## src/rtl/aem_pkg.sv

```systemverilog
package aem_pkg;

  // ==========================================================================
  // Host register map
  // ==========================================================================
  localparam logic [7:0]  ADDR_RX_FLAGS    = 8'h02;
  localparam logic [7:0]  ADDR_UPD_FLAGS   = 8'h03;
  localparam logic [7:0]  ADDR_FORMAT      = 8'h04;
  localparam logic [7:0]  ADDR_FILTER_BASE = 8'h0A;
  localparam int          NUM_FILTERS      = 5;
  localparam logic [15:0] REG_RESET        = 16'h0000;

  // ==========================================================================
  // Field positions
  // ==========================================================================
  localparam int          FMT_UPDATE_BIT   = 11;
  localparam int          FMT_AP_VALID_BIT = 10;
  localparam int          FMT_FF_VALID_BIT = 9;
  localparam int          FMT_PRESENT_BIT  = 8;
  localparam int          FLAG_ANC_LSB     = 10;
  localparam int          FLAG_FF_LSB      = 5;
  localparam int          FLAG_AP_LSB      = 0;
  localparam int          FLAG_WIDTH       = 15;
  localparam logic [14:0] UES_MASK         = 15'h4210;
  localparam int          FILT_DID_LSB     = 8;
  localparam logic [7:0]  ID_WILDCARD      = 8'h00;

  // ==========================================================================
  // Ancillary packet framing
  // ==========================================================================
  localparam logic [7:0]  PRE_ZERO_HI      = 8'h00;
  localparam logic [7:0]  PRE_ONES_HI      = 8'hFF;
  localparam logic [7:0]  EDH_DID          = 8'hF4;
  localparam logic [8:0]  HDR_WORDS        = 9'h007;
  localparam int          DLY_DEPTH        = 5;
  localparam logic [8:0]  POS_DID          = 9'h003;
  localparam logic [8:0]  POS_ANC_FLAGS    = 9'h00C;
  localparam logic [8:0]  POS_AP_FLAGS     = 9'h00D;
  localparam logic [8:0]  POS_FF_FLAGS     = 9'h00E;
  localparam logic [7:0]  UDW_AP_CRC_HI    = 8'h02;
  localparam logic [7:0]  UDW_FF_CRC_HI    = 8'h05;
  localparam logic [7:0]  UDW_ANC_FLAGS    = 8'h06;
  localparam logic [7:0]  UDW_AP_FLAGS     = 8'h07;
  localparam logic [7:0]  UDW_FF_FLAGS     = 8'h08;
  localparam int          CRC_V_BIT        = 7;
  localparam int          WORD_FLAG_LSB    = 2;

  // ==========================================================================
  // Parser states
  // ==========================================================================
  typedef enum logic [6:0] {
    ST_IDLE = 7'h01,
    ST_PRE1 = 7'h02,
    ST_PRE2 = 7'h04,
    ST_DID  = 7'h08,
    ST_SDID = 7'h10,
    ST_DC   = 7'h20,
    ST_BODY = 7'h40
  } aem_state_e;

endpackage

```

## src/rtl/aem_filter_match.sv

```systemverilog
module aem_filter_match (
  input  wire logic [4:0][15:0] filters,
  input  wire logic [7:0]       did,
  input  wire logic [7:0]       sdid,
  output logic                  hit,
  output logic                  any_set
);

  logic [4:0] set;
  logic [4:0] match;

  // ==========================================================================
  // Per-filter compare, zero fields act as wildcards in a filter that is not all zero
  // ==========================================================================
  for (genvar g = 0; g < aem_pkg::NUM_FILTERS; g++) begin : g_filt
    logic [7:0] f_did;
    logic [7:0] f_sdid;
    assign f_did    = filters[g][15:aem_pkg::FILT_DID_LSB];
    assign f_sdid   = filters[g][aem_pkg::FILT_DID_LSB-1:0];
    assign set[g]   = |filters[g];
    assign match[g] = set[g]
                    && (f_did == aem_pkg::ID_WILDCARD || f_did == did)
                    && (f_sdid == aem_pkg::ID_WILDCARD || f_sdid == sdid);
  end

  assign hit     = |match;
  assign any_set = |set;

endmodule

```

## src/rtl/aem_monitor.sv

```systemverilog
module aem_monitor (
  input  wire logic        clk,
  input  wire logic        rst,
  input  wire logic [9:0]  rx_word,
  input  wire logic        rx_vblank,
  input  wire logic [9:0]  fifo_word,
  input  wire logic        fifo_vblank,
  input  wire logic        fifo_video_mode,
  input  wire logic        ap_crc_error,
  input  wire logic        ff_crc_error,
  input  wire logic        anc_checksum_error,
  input  wire logic [7:0]  reg_addr,
  input  wire logic        reg_wr,
  input  wire logic [15:0] reg_wdata,
  output logic [15:0]      reg_rdata,
  output logic [9:0]       vid_out,
  output logic             aux_presence,
  output logic             edh_packet_present
);

  // ==========================================================================
  // State
  // ==========================================================================
  typedef struct packed {
    // Packet parser.
    aem_pkg::aem_state_e st;
    logic [7:0]          did;
    logic [7:0]          sdid;
    logic [8:0]          body_left;
    logic [7:0]          udw_idx;

    // Delay line, strobe and rewrite of the outgoing stream.
    logic [4:0][9:0]     dly;
    logic [8:0]          cnt;
    logic [8:0]          pos;
    logic                aux_sel;
    logic                ins_on;
    logic [8:0]          sum;
    logic [9:0]          out_word;
    logic                aux_out;

    // Host-visible registers and EDH status.
    logic [4:0][15:0]    filt;
    logic                upd_en;
    logic [14:0]         rx_flags;
    logic [14:0]         upd_flags;
    logic                ap_v;
    logic                ff_v;
    logic                present;
    logic                seen_vb;
    logic                v_q;
    logic [15:0]         rdata;
  } aem_state_s;

  aem_state_s s_q;
  aem_state_s s_d;

  logic        filt_hit;
  logic        filt_any;
  logic [9:0]  in_word;
  logic        in_v;

  // ==========================================================================
  // Filter compare
  // ==========================================================================
  aem_filter_match u_match (
    .filters (s_q.filt),
    .did     (s_q.did),
    .sdid    (s_q.sdid),
    .hit     (filt_hit),
    .any_set (filt_any)
  );

  // ==========================================================================
  // Helpers
  // ==========================================================================
  function automatic logic [4:0] upd_group(input logic [4:0] f, input logic err);
    // Field order is ues, ida, idh, eda, edh from the top bit down.
    logic unsupported_marker;
    logic ida;
    logic eda;
    unsupported_marker       = f[4];
    ida       = f[3] | f[2];
    eda       = f[1] | f[0];
    upd_group = {unsupported_marker, ida, 1'b0, eda, err};
  endfunction

  function automatic logic [9:0] flag_word(input logic [4:0] f);
    // Bit 9 is the inverse of the parity bit, keeping the word clear of reserved codes.
    logic [7:0] b;
    b = {1'b0, f, 2'b00};
    flag_word = {~(^b), ^b, b};
  endfunction

  // Updated flags as they would be stored now, from stored flags and live error inputs.
  logic [14:0] upd_now;

  always_comb begin
    upd_now = {upd_group(s_q.rx_flags[14:10], anc_checksum_error),
               upd_group(s_q.rx_flags[9:5], ff_crc_error),
               upd_group(s_q.rx_flags[4:0], ap_crc_error)};
  end

  // ==========================================================================
  // Next state
  // ==========================================================================
  logic        start;
  logic        emitting;
  logic        last;
  logic [8:0]  emit_pos;
  logic [9:0]  w;
  logic        pkt_end;
  logic        v_fall;
  logic [7:0]  dc;

  always_comb begin
    s_d      = s_q;
    in_word  = fifo_video_mode ? fifo_word : rx_word;
    in_v     = fifo_video_mode ? fifo_vblank : rx_vblank;
    dc       = in_word[7:0];
    start    = 1'b0;
    pkt_end  = 1'b0;
    v_fall   = s_q.v_q && !in_v;
    s_d.v_q  = in_v;

    // ========================================================================
    // Input side: packet parser, running anywhere in the stream.
    // ========================================================================
    case (s_q.st)
      aem_pkg::ST_IDLE: begin
        if (in_word[9:2] == aem_pkg::PRE_ZERO_HI) begin
          s_d.st = aem_pkg::ST_PRE1;
        end
      end
      aem_pkg::ST_PRE1: begin
        if (in_word[9:2] == aem_pkg::PRE_ONES_HI) begin
          s_d.st = aem_pkg::ST_PRE2;
        end else if (in_word[9:2] != aem_pkg::PRE_ZERO_HI) begin
          s_d.st = aem_pkg::ST_IDLE;
        end
      end
      aem_pkg::ST_PRE2: begin
        if (in_word[9:2] == aem_pkg::PRE_ONES_HI) begin
          s_d.st = aem_pkg::ST_DID;
        end else if (in_word[9:2] == aem_pkg::PRE_ZERO_HI) begin
          // A zero word restarts the preamble search.
          s_d.st = aem_pkg::ST_PRE1;
        end else begin
          s_d.st = aem_pkg::ST_IDLE;
        end
      end
      aem_pkg::ST_DID: begin
        s_d.did = in_word[7:0];
        s_d.st  = aem_pkg::ST_SDID;
      end
      aem_pkg::ST_SDID: begin
        s_d.sdid = in_word[7:0];
        s_d.st   = aem_pkg::ST_DC;
      end
      aem_pkg::ST_DC: begin
        start         = 1'b1;
        // The body count includes the checksum word.
        s_d.body_left = {1'b0, dc} + 9'h001;
        s_d.udw_idx   = 8'h00;
        s_d.st        = aem_pkg::ST_BODY;
      end
      aem_pkg::ST_BODY: begin
        // Only EDH packets feed the flag and CRC-valid registers.
        if (s_q.did == aem_pkg::EDH_DID) begin
          case (s_q.udw_idx)
            aem_pkg::UDW_AP_CRC_HI: s_d.ap_v = in_word[aem_pkg::CRC_V_BIT];
            aem_pkg::UDW_FF_CRC_HI: s_d.ff_v = in_word[aem_pkg::CRC_V_BIT];
            aem_pkg::UDW_ANC_FLAGS:
              s_d.rx_flags[14:10] = in_word[6:aem_pkg::WORD_FLAG_LSB];
            aem_pkg::UDW_AP_FLAGS:
              s_d.rx_flags[4:0] = in_word[6:aem_pkg::WORD_FLAG_LSB];
            aem_pkg::UDW_FF_FLAGS:
              s_d.rx_flags[9:5] = in_word[6:aem_pkg::WORD_FLAG_LSB];
            default: ;
          endcase
        end
        s_d.udw_idx   = s_q.udw_idx + 8'h01;
        s_d.body_left = s_q.body_left - 9'h001;
        if (s_q.body_left == 9'h001) begin
          pkt_end = s_q.did == aem_pkg::EDH_DID;
          s_d.st  = aem_pkg::ST_IDLE;
        end
      end
      default: s_d.st = aem_pkg::ST_IDLE;
    endcase

    // ========================================================================
    // Output side: five-word delay so the strobe can open on the preamble.
    // ========================================================================
    s_d.dly[0] = in_word;
    for (int i = 1; i < aem_pkg::DLY_DEPTH; i++) begin
      s_d.dly[i] = s_q.dly[i-1];
    end
    // The strobe counter spans the preamble through the checksum, 7 + DC words.
    emitting = start || (s_q.cnt != 9'h000);
    last     = !start && (s_q.cnt == 9'h001);
    emit_pos = start ? 9'h000 : s_q.pos;
    // The identifiers were captured two words and one word ago, so the filter verdict is
    // ready as the first preamble word leaves the delay line.
    if (start) begin
      s_d.cnt     = aem_pkg::HDR_WORDS + {1'b0, dc} - 9'h001;
      s_d.aux_sel = !filt_any || filt_hit;
      s_d.ins_on  = (s_q.did == aem_pkg::EDH_DID) && s_q.upd_en;
      s_d.sum     = 9'h000;
    end else if (s_q.cnt != 9'h000) begin
      s_d.cnt = s_q.cnt - 9'h001;
    end
    s_d.pos = emit_pos + 9'h001;

    w = s_q.dly[aem_pkg::DLY_DEPTH-1];
    // With update on, the flag words and checksum of an EDH packet are rewritten;
    // every other word passes unchanged.
    if (emitting && !start && s_q.ins_on) begin
      if (last) begin
        w = {~s_q.sum[8], s_q.sum};
      end else begin
        case (emit_pos)
          aem_pkg::POS_ANC_FLAGS: w = flag_word(upd_now[14:10]);
          aem_pkg::POS_FF_FLAGS:  w = flag_word(upd_now[9:5]);
          aem_pkg::POS_AP_FLAGS:  w = flag_word(upd_now[4:0]);
          default: ;
        endcase
      end
    end

    // The checksum covers DID through the last user word as sent.
    if (emitting && !start && !last && emit_pos >= aem_pkg::POS_DID) begin
      s_d.sum = s_q.sum + w[8:0];
    end
    s_d.out_word = w;
    s_d.aux_out  = emitting && (start ? s_d.aux_sel : s_q.aux_sel);

    // ========================================================================
    // EDH presence and flag lifetime; a packet ending now wins over the clear for present, and for the updated flags with update on.
    // ========================================================================
    if (v_fall) begin
      s_d.seen_vb = 1'b0;
      if (!s_q.seen_vb) begin
        s_d.present   = 1'b0;
        s_d.rx_flags  = '0;
        s_d.upd_flags = aem_pkg::UES_MASK;
        s_d.ap_v      = 1'b0;
        s_d.ff_v      = 1'b0;
      end
    end
    if (pkt_end) begin
      s_d.present = 1'b1;
      if (in_v) begin
        s_d.seen_vb = 1'b1;
      end
      if (s_q.upd_en) begin
        s_d.upd_flags = upd_now;
      end
    end

    // ========================================================================
    // Host register writes.
    // ========================================================================
    // Writes to read-only or unmapped addresses are dropped without notice.
    if (reg_wr) begin
      if (reg_addr == aem_pkg::ADDR_FORMAT) begin
        s_d.upd_en = reg_wdata[aem_pkg::FMT_UPDATE_BIT];
      end
      for (int i = 0; i < aem_pkg::NUM_FILTERS; i++) begin
        if (reg_addr == aem_pkg::ADDR_FILTER_BASE + 8'(i)) begin
          s_d.filt[i] = reg_wdata;
        end
      end
    end

    // ========================================================================
    // Host register reads, reserved bits read zero.
    // ========================================================================
    s_d.rdata = aem_pkg::REG_RESET;
    case (reg_addr)
      aem_pkg::ADDR_RX_FLAGS:  s_d.rdata = {1'b0, s_q.rx_flags};
      aem_pkg::ADDR_UPD_FLAGS: s_d.rdata = {1'b0, s_q.upd_flags};
      aem_pkg::ADDR_FORMAT: begin
        s_d.rdata[aem_pkg::FMT_UPDATE_BIT]   = s_q.upd_en;
        s_d.rdata[aem_pkg::FMT_AP_VALID_BIT] = s_q.ap_v && s_q.present;
        s_d.rdata[aem_pkg::FMT_FF_VALID_BIT] = s_q.ff_v && s_q.present;
        s_d.rdata[aem_pkg::FMT_PRESENT_BIT]  = s_q.present;
      end
      default: begin
        for (int i = 0; i < aem_pkg::NUM_FILTERS; i++) begin
          if (reg_addr == aem_pkg::ADDR_FILTER_BASE + 8'(i)) begin
            s_d.rdata = s_q.filt[i];
          end
        end
      end
    endcase
  end

  // ==========================================================================
  // Registers
  // ==========================================================================
  always_ff @(posedge clk) begin
    if (rst) begin
      // Reset clears every filter, so all packets are flagged until one is set.
      s_q    <= '0;
      s_q.st <= aem_pkg::ST_IDLE;
    end else begin
      s_q <= s_d;
    end
  end

  assign reg_rdata          = s_q.rdata;
  assign vid_out            = s_q.out_word;
  assign aux_presence       = s_q.aux_out;
  assign edh_packet_present = s_q.present;

endmodule

```

## config.mk

```make
export PLATFORM = sky130hd
export DESIGN_NAME = aem_monitor
export DESIGN_NICKNAME = d
export VERILOG_FILES = /design/src/rtl/aem_pkg.sv /design/src/rtl/aem_filter_match.sv /design/src/rtl/aem_monitor.sv
export SDC_FILE = /design/constraint.sdc
export NUM_CORES = 1
export LEC_CHECK = 0
export ABC_AREA = 1
export BUFFER_PORTS_ARGS = -buffer_cell sky130_fd_sc_hd__buf_2
export CAP_MARGIN = 30
export CELL_PAD_IN_SITES_DETAIL_PLACEMENT = 0
export CELL_PAD_IN_SITES_GLOBAL_PLACEMENT = 1
export CORE_UTILIZATION = 45
export CTS_CLUSTER_SIZE = 40
export DETAILED_ROUTE_END_ITERATION = 6
export PLACE_DENSITY_LB_ADDON = 0.1
export SYNTH_ARGS = -nofsm -noshare
export SYNTH_HDL_FRONTEND = slang
export SYNTH_SLANG_ARGS = --single-unit
```

## constraint.sdc

```tcl
create_clock -name clk -period 3.83 [get_ports clk]
set_input_delay 0.383 -clock clk [delete_from_list [all_inputs] [get_ports clk]]
set_output_delay 0.383 -clock clk [all_outputs]
set_load 0.01 [all_outputs]
```

==> impl_metrics.json <==
{
  "status": "complete, no violations",
  "die_area_um2": 29300,
  "viasPerCell": 5.27,
  "synth_edf_count": 0,
  "grt_remaining_overflow": 0,
  "pre_cts_ws_ns": 0.426,
  "synth_most_common_cell": "nand2_1",
  "grt_use_total_pct": 25.2,
  "slew_viol_final": 0,
  "switching_share_pct": 25.1,
  "die_x_um": 171,
  "fin_ws_ns": 0.516,
  "timing.fmax_mhz": 302,
  "slowest_stage": "ha_1",
  "stdcell_count": 2251,
  "path_common_cell": "nand2_1",
  "worst_path_largest_cell_delay_ns": 0.33,
  "syn-num-nets": 1890,
  "synth_seq_cells": 262,
  "power_frac_clock_pct": 44.6,
  "syn_to_final_growth_pct": 11.5,
  "crit_fanout": 19,
  "maxSlewHeadroom_pct": 31.3,
  "tritoncts": "yes",
  "wire_per_inst_um": 16.3,
  "h-tree-depth": 1,
  "ant_nets": 0,
  "power.internal_mw": 4.61,
  "yosys.area.top_type_share_pct": 40.7,
  "finalCriticalPeriod_ns": 3.31,
  "cts_buffers": 28,
  "row_count": 61,
  "cts_sinks": 262,
  "die_h_um": 171,
  "grt_start_max_net_pins": 49,
  "yosys_warnings": 0,
  "hold_class": "primary input to flop",
  "yosys-top-cells-count": "nand2_1 (290), dfxtp_1 (262), inv_1 (248), nor2_1 (219), a21oi_1 (168)",
  "timing.final.crit_share_pct": 86.5,
  "pwr_density_cell_nw_per_um2": 429,
  "antenna_found_initial": 0,
  "core_um2": 27900,
  "leakagePower_nw": 5.94,
  "cp.required_ns": 4.23,
  "p_sw_mw": 1.55,
  "rsz0062_at_grt": "false",
  "yosysUniqueCellTypes": 61,
  "start_util_pct": 46.1,
  "syn_area_um2": 12900,
  "synthTopCellsByArea": "dfxtp_1 (41%), nand2_1 (8.5%), inv_1 (7.2%)",
  "globalplace.congestion": 0.892,
  "fin_worst_skew_ns": 0.0170,
  "io_buffers": 80,
  "max-clock-path-buffers": 3,
  "hold_viol": 0,
  "netlist_instances": 1816,
  "cp.arrival_ns": 3.71,
  "grt_pass1_vias": 10600,
  "route.vias.total": 11900,
  "nets": 1925,
  "cts_root_buf": "clkbuf_16",
  "syn_avg_cell_area_um2": 7.09,
  "num_antenna_cells": 0,
  "grt_first_pass_wirelength_um": 58200,
  "clk_pin_slew_ns": 0.06,
  "cts_setup_buffers": 0,
  "post-dp-hpwl_um": 27700,
  "totalWireLength_um": 36700,
  "ys_seq_area_share_pct": 40.7,
  "io_pins": 81,
  "firstDrtPassIters": 7,
  "criticalPathCategory": "flop to flop",
  "cap_violations": 0,
  "remaining_drc_errors": 0,
  "worst-path-buf-inv": 3,
  "fin_tns_setup_ns": 0,
  "synthFlopType": "dfxtp_1",
  "worstSetupEndpointType": "flop",
  "p_comb_share_pct": 9.6,
  "crit_family": "simple AND/OR/NAND/NOR gates",
  "setup_viol": 0,
  "clock_latency_ns": 0.55,
  "holdBufCountCts": 0,
  "placed_cells": 2199,
  "irDropWorstVdd_uv": 336,
  "post_cts_resized": 0,
  "drive_above_1_share_pct": 10.6,
  "crit_chain": "inv_1 > nand2_2 > nor2_2 > nand2_4 > nand2_1 > nand2_1 > nor2_4 > nand2_1 > nand3_1 > nand2_1 > buf_4 > nand2_1 > nand2_1 > ha_1 > a21oi_1 > nand2_1 > nand4_1 > o211ai_1 > xor2_1 > inv_1 > nand3_1 > nand3_1 > a21oi_1",
  "seqPwrFrac_pct": 45.8,
  "cp-start-kind": "flop",
  "yosys.area.top_type": "dfxtp_1",
  "worstMarginPinSlew_ns": 1.02,
  "drt-initial-drc-count": 920,
  "async_flop_share_pct": 0
}
## flip-flops by register name, summed over array words and instances (netlist names)
signal / count
edh_packet_present: 1
s_d: 40
s_q: 194
vid_out: 10
aux_presence: 1
reg_rdata: 16
## area by class of cell
cell class | instances | area [um^2]
clock inverters | 10 | 100
flip-flops and latches | 262 | 5250
fillers | 2903 | 13600
clock buffers | 42 | 835
inverters | 261 | 983
multi-input cells | 1202 | 6180
well taps | 378 | 473
repair buffers | 96 | 538
## worst paths after layout
check / from / to / slack [ns] / cells past startpoint
min reg2reg: s_d[197]$_SDFF_PP0_ / s_d[207]$_SDFF_PP0_ / 0.40 / 2
max: s_q[257]$_SDFFE_PP0P_ / s_q[151]$_SDFFE_PP0P_ / 0.52 / 23
min: ap_crc_error / s_q[21]$_SDFF_PP0_ / 0.13 / 3
max reg2reg: s_q[257]$_SDFFE_PP0P_ / s_q[151]$_SDFFE_PP0P_ / 0.52 / 23
## kinds of logic (layout without fill, tap and decap cells)
group	Yosys count	count (layout)	synth area share, %
compound gates	444	444	19.7
xor+xnor	25	25	1.70
fa+ha+maj	21	21	2.10
buf+inv	352	409	11.3
flops	262	262	40.7
simple gates	712	712	24.5
## cells in the final DEF (no fill, tap or decap), types with 6 or more instances in the layout
cell type  count
a211oi_1      21
a21oi_1      168
a221oi_1       9
buf_2         79
buf_4         15
clkbuf_1       7
clkbuf_16     29
clkbuf_8       6
clkinv_2       9
dfxtp_1      262
ha_1          20
inv_1        247
inv_2          8
nand2_1      290
nand3_1       46
nand4_1       60
nor2_1       219
nor3_1        31
nor4_1        13
o21ai_0      161
o221ai_1      16
o22ai_1       28
or2_2         18
xnor2_1       14
xor2_1        11
## power groups by stage
stage / sequential (mW) / clock, mW / combinational, mW
4_1_cts: 2.82 / 2.80 / 0.591
5_1_grt: 2.82 / 2.90 / 0.670
6_report: 2.82 / 2.75 / 0.593
3_3_place_gp: 2.88 / 0 / 0.587
3_5_place_dp: 2.88 / 0 / 0.587
2_1_floorplan: 2.87 / 0 / 0.422
## stage by stage
stage	utilization [%]	hold WS [ns]	cell area (um^2)	power, mW
3_5_place_dp	48.0	0.392	13400	3.47
3_3_place_gp	47.9	0.389	13400	3.46
2_1_floorplan	-	0.388	12900	3.29
6_report	51.4	0.128	14400	6.16
5_1_grt	51.4	0.133	14400	6.40
4_1_cts	51.4	0.109	14400	6.21
## layer usage
layer	up-vias	share of wire, %	global-route usage (%)
met1	5457	51	37.8
met2	284	43	38.4
met5	-	0	0
met4	0	1.4	5.24
met3	38	4.8	3.10
li1	6083	-	-
## worst reg2reg max path, stage by stage (launching register included)
cell	delay [ns]
dfxtp_1	0.31
inv_1	0.09
nand2_2	0.08
nor2_2	0.17
nand2_4	0.16
nand2_1	0.12
nand2_1	0.09
nor2_4	0.16
nand2_1	0.17
nand3_1	0.12
nand2_1	0.08
buf_4	0.16
nand2_1	0.08
nand2_1	0.06
ha_1	0.33
a21oi_1	0.16
nand2_1	0.10
nand4_1	0.08
o211ai_1	0.14
xor2_1	0.19
inv_1	0.07
nand3_1	0.07
nand3_1	0.09
a21oi_1	0.06
Power figures use the tool's default switching activity.
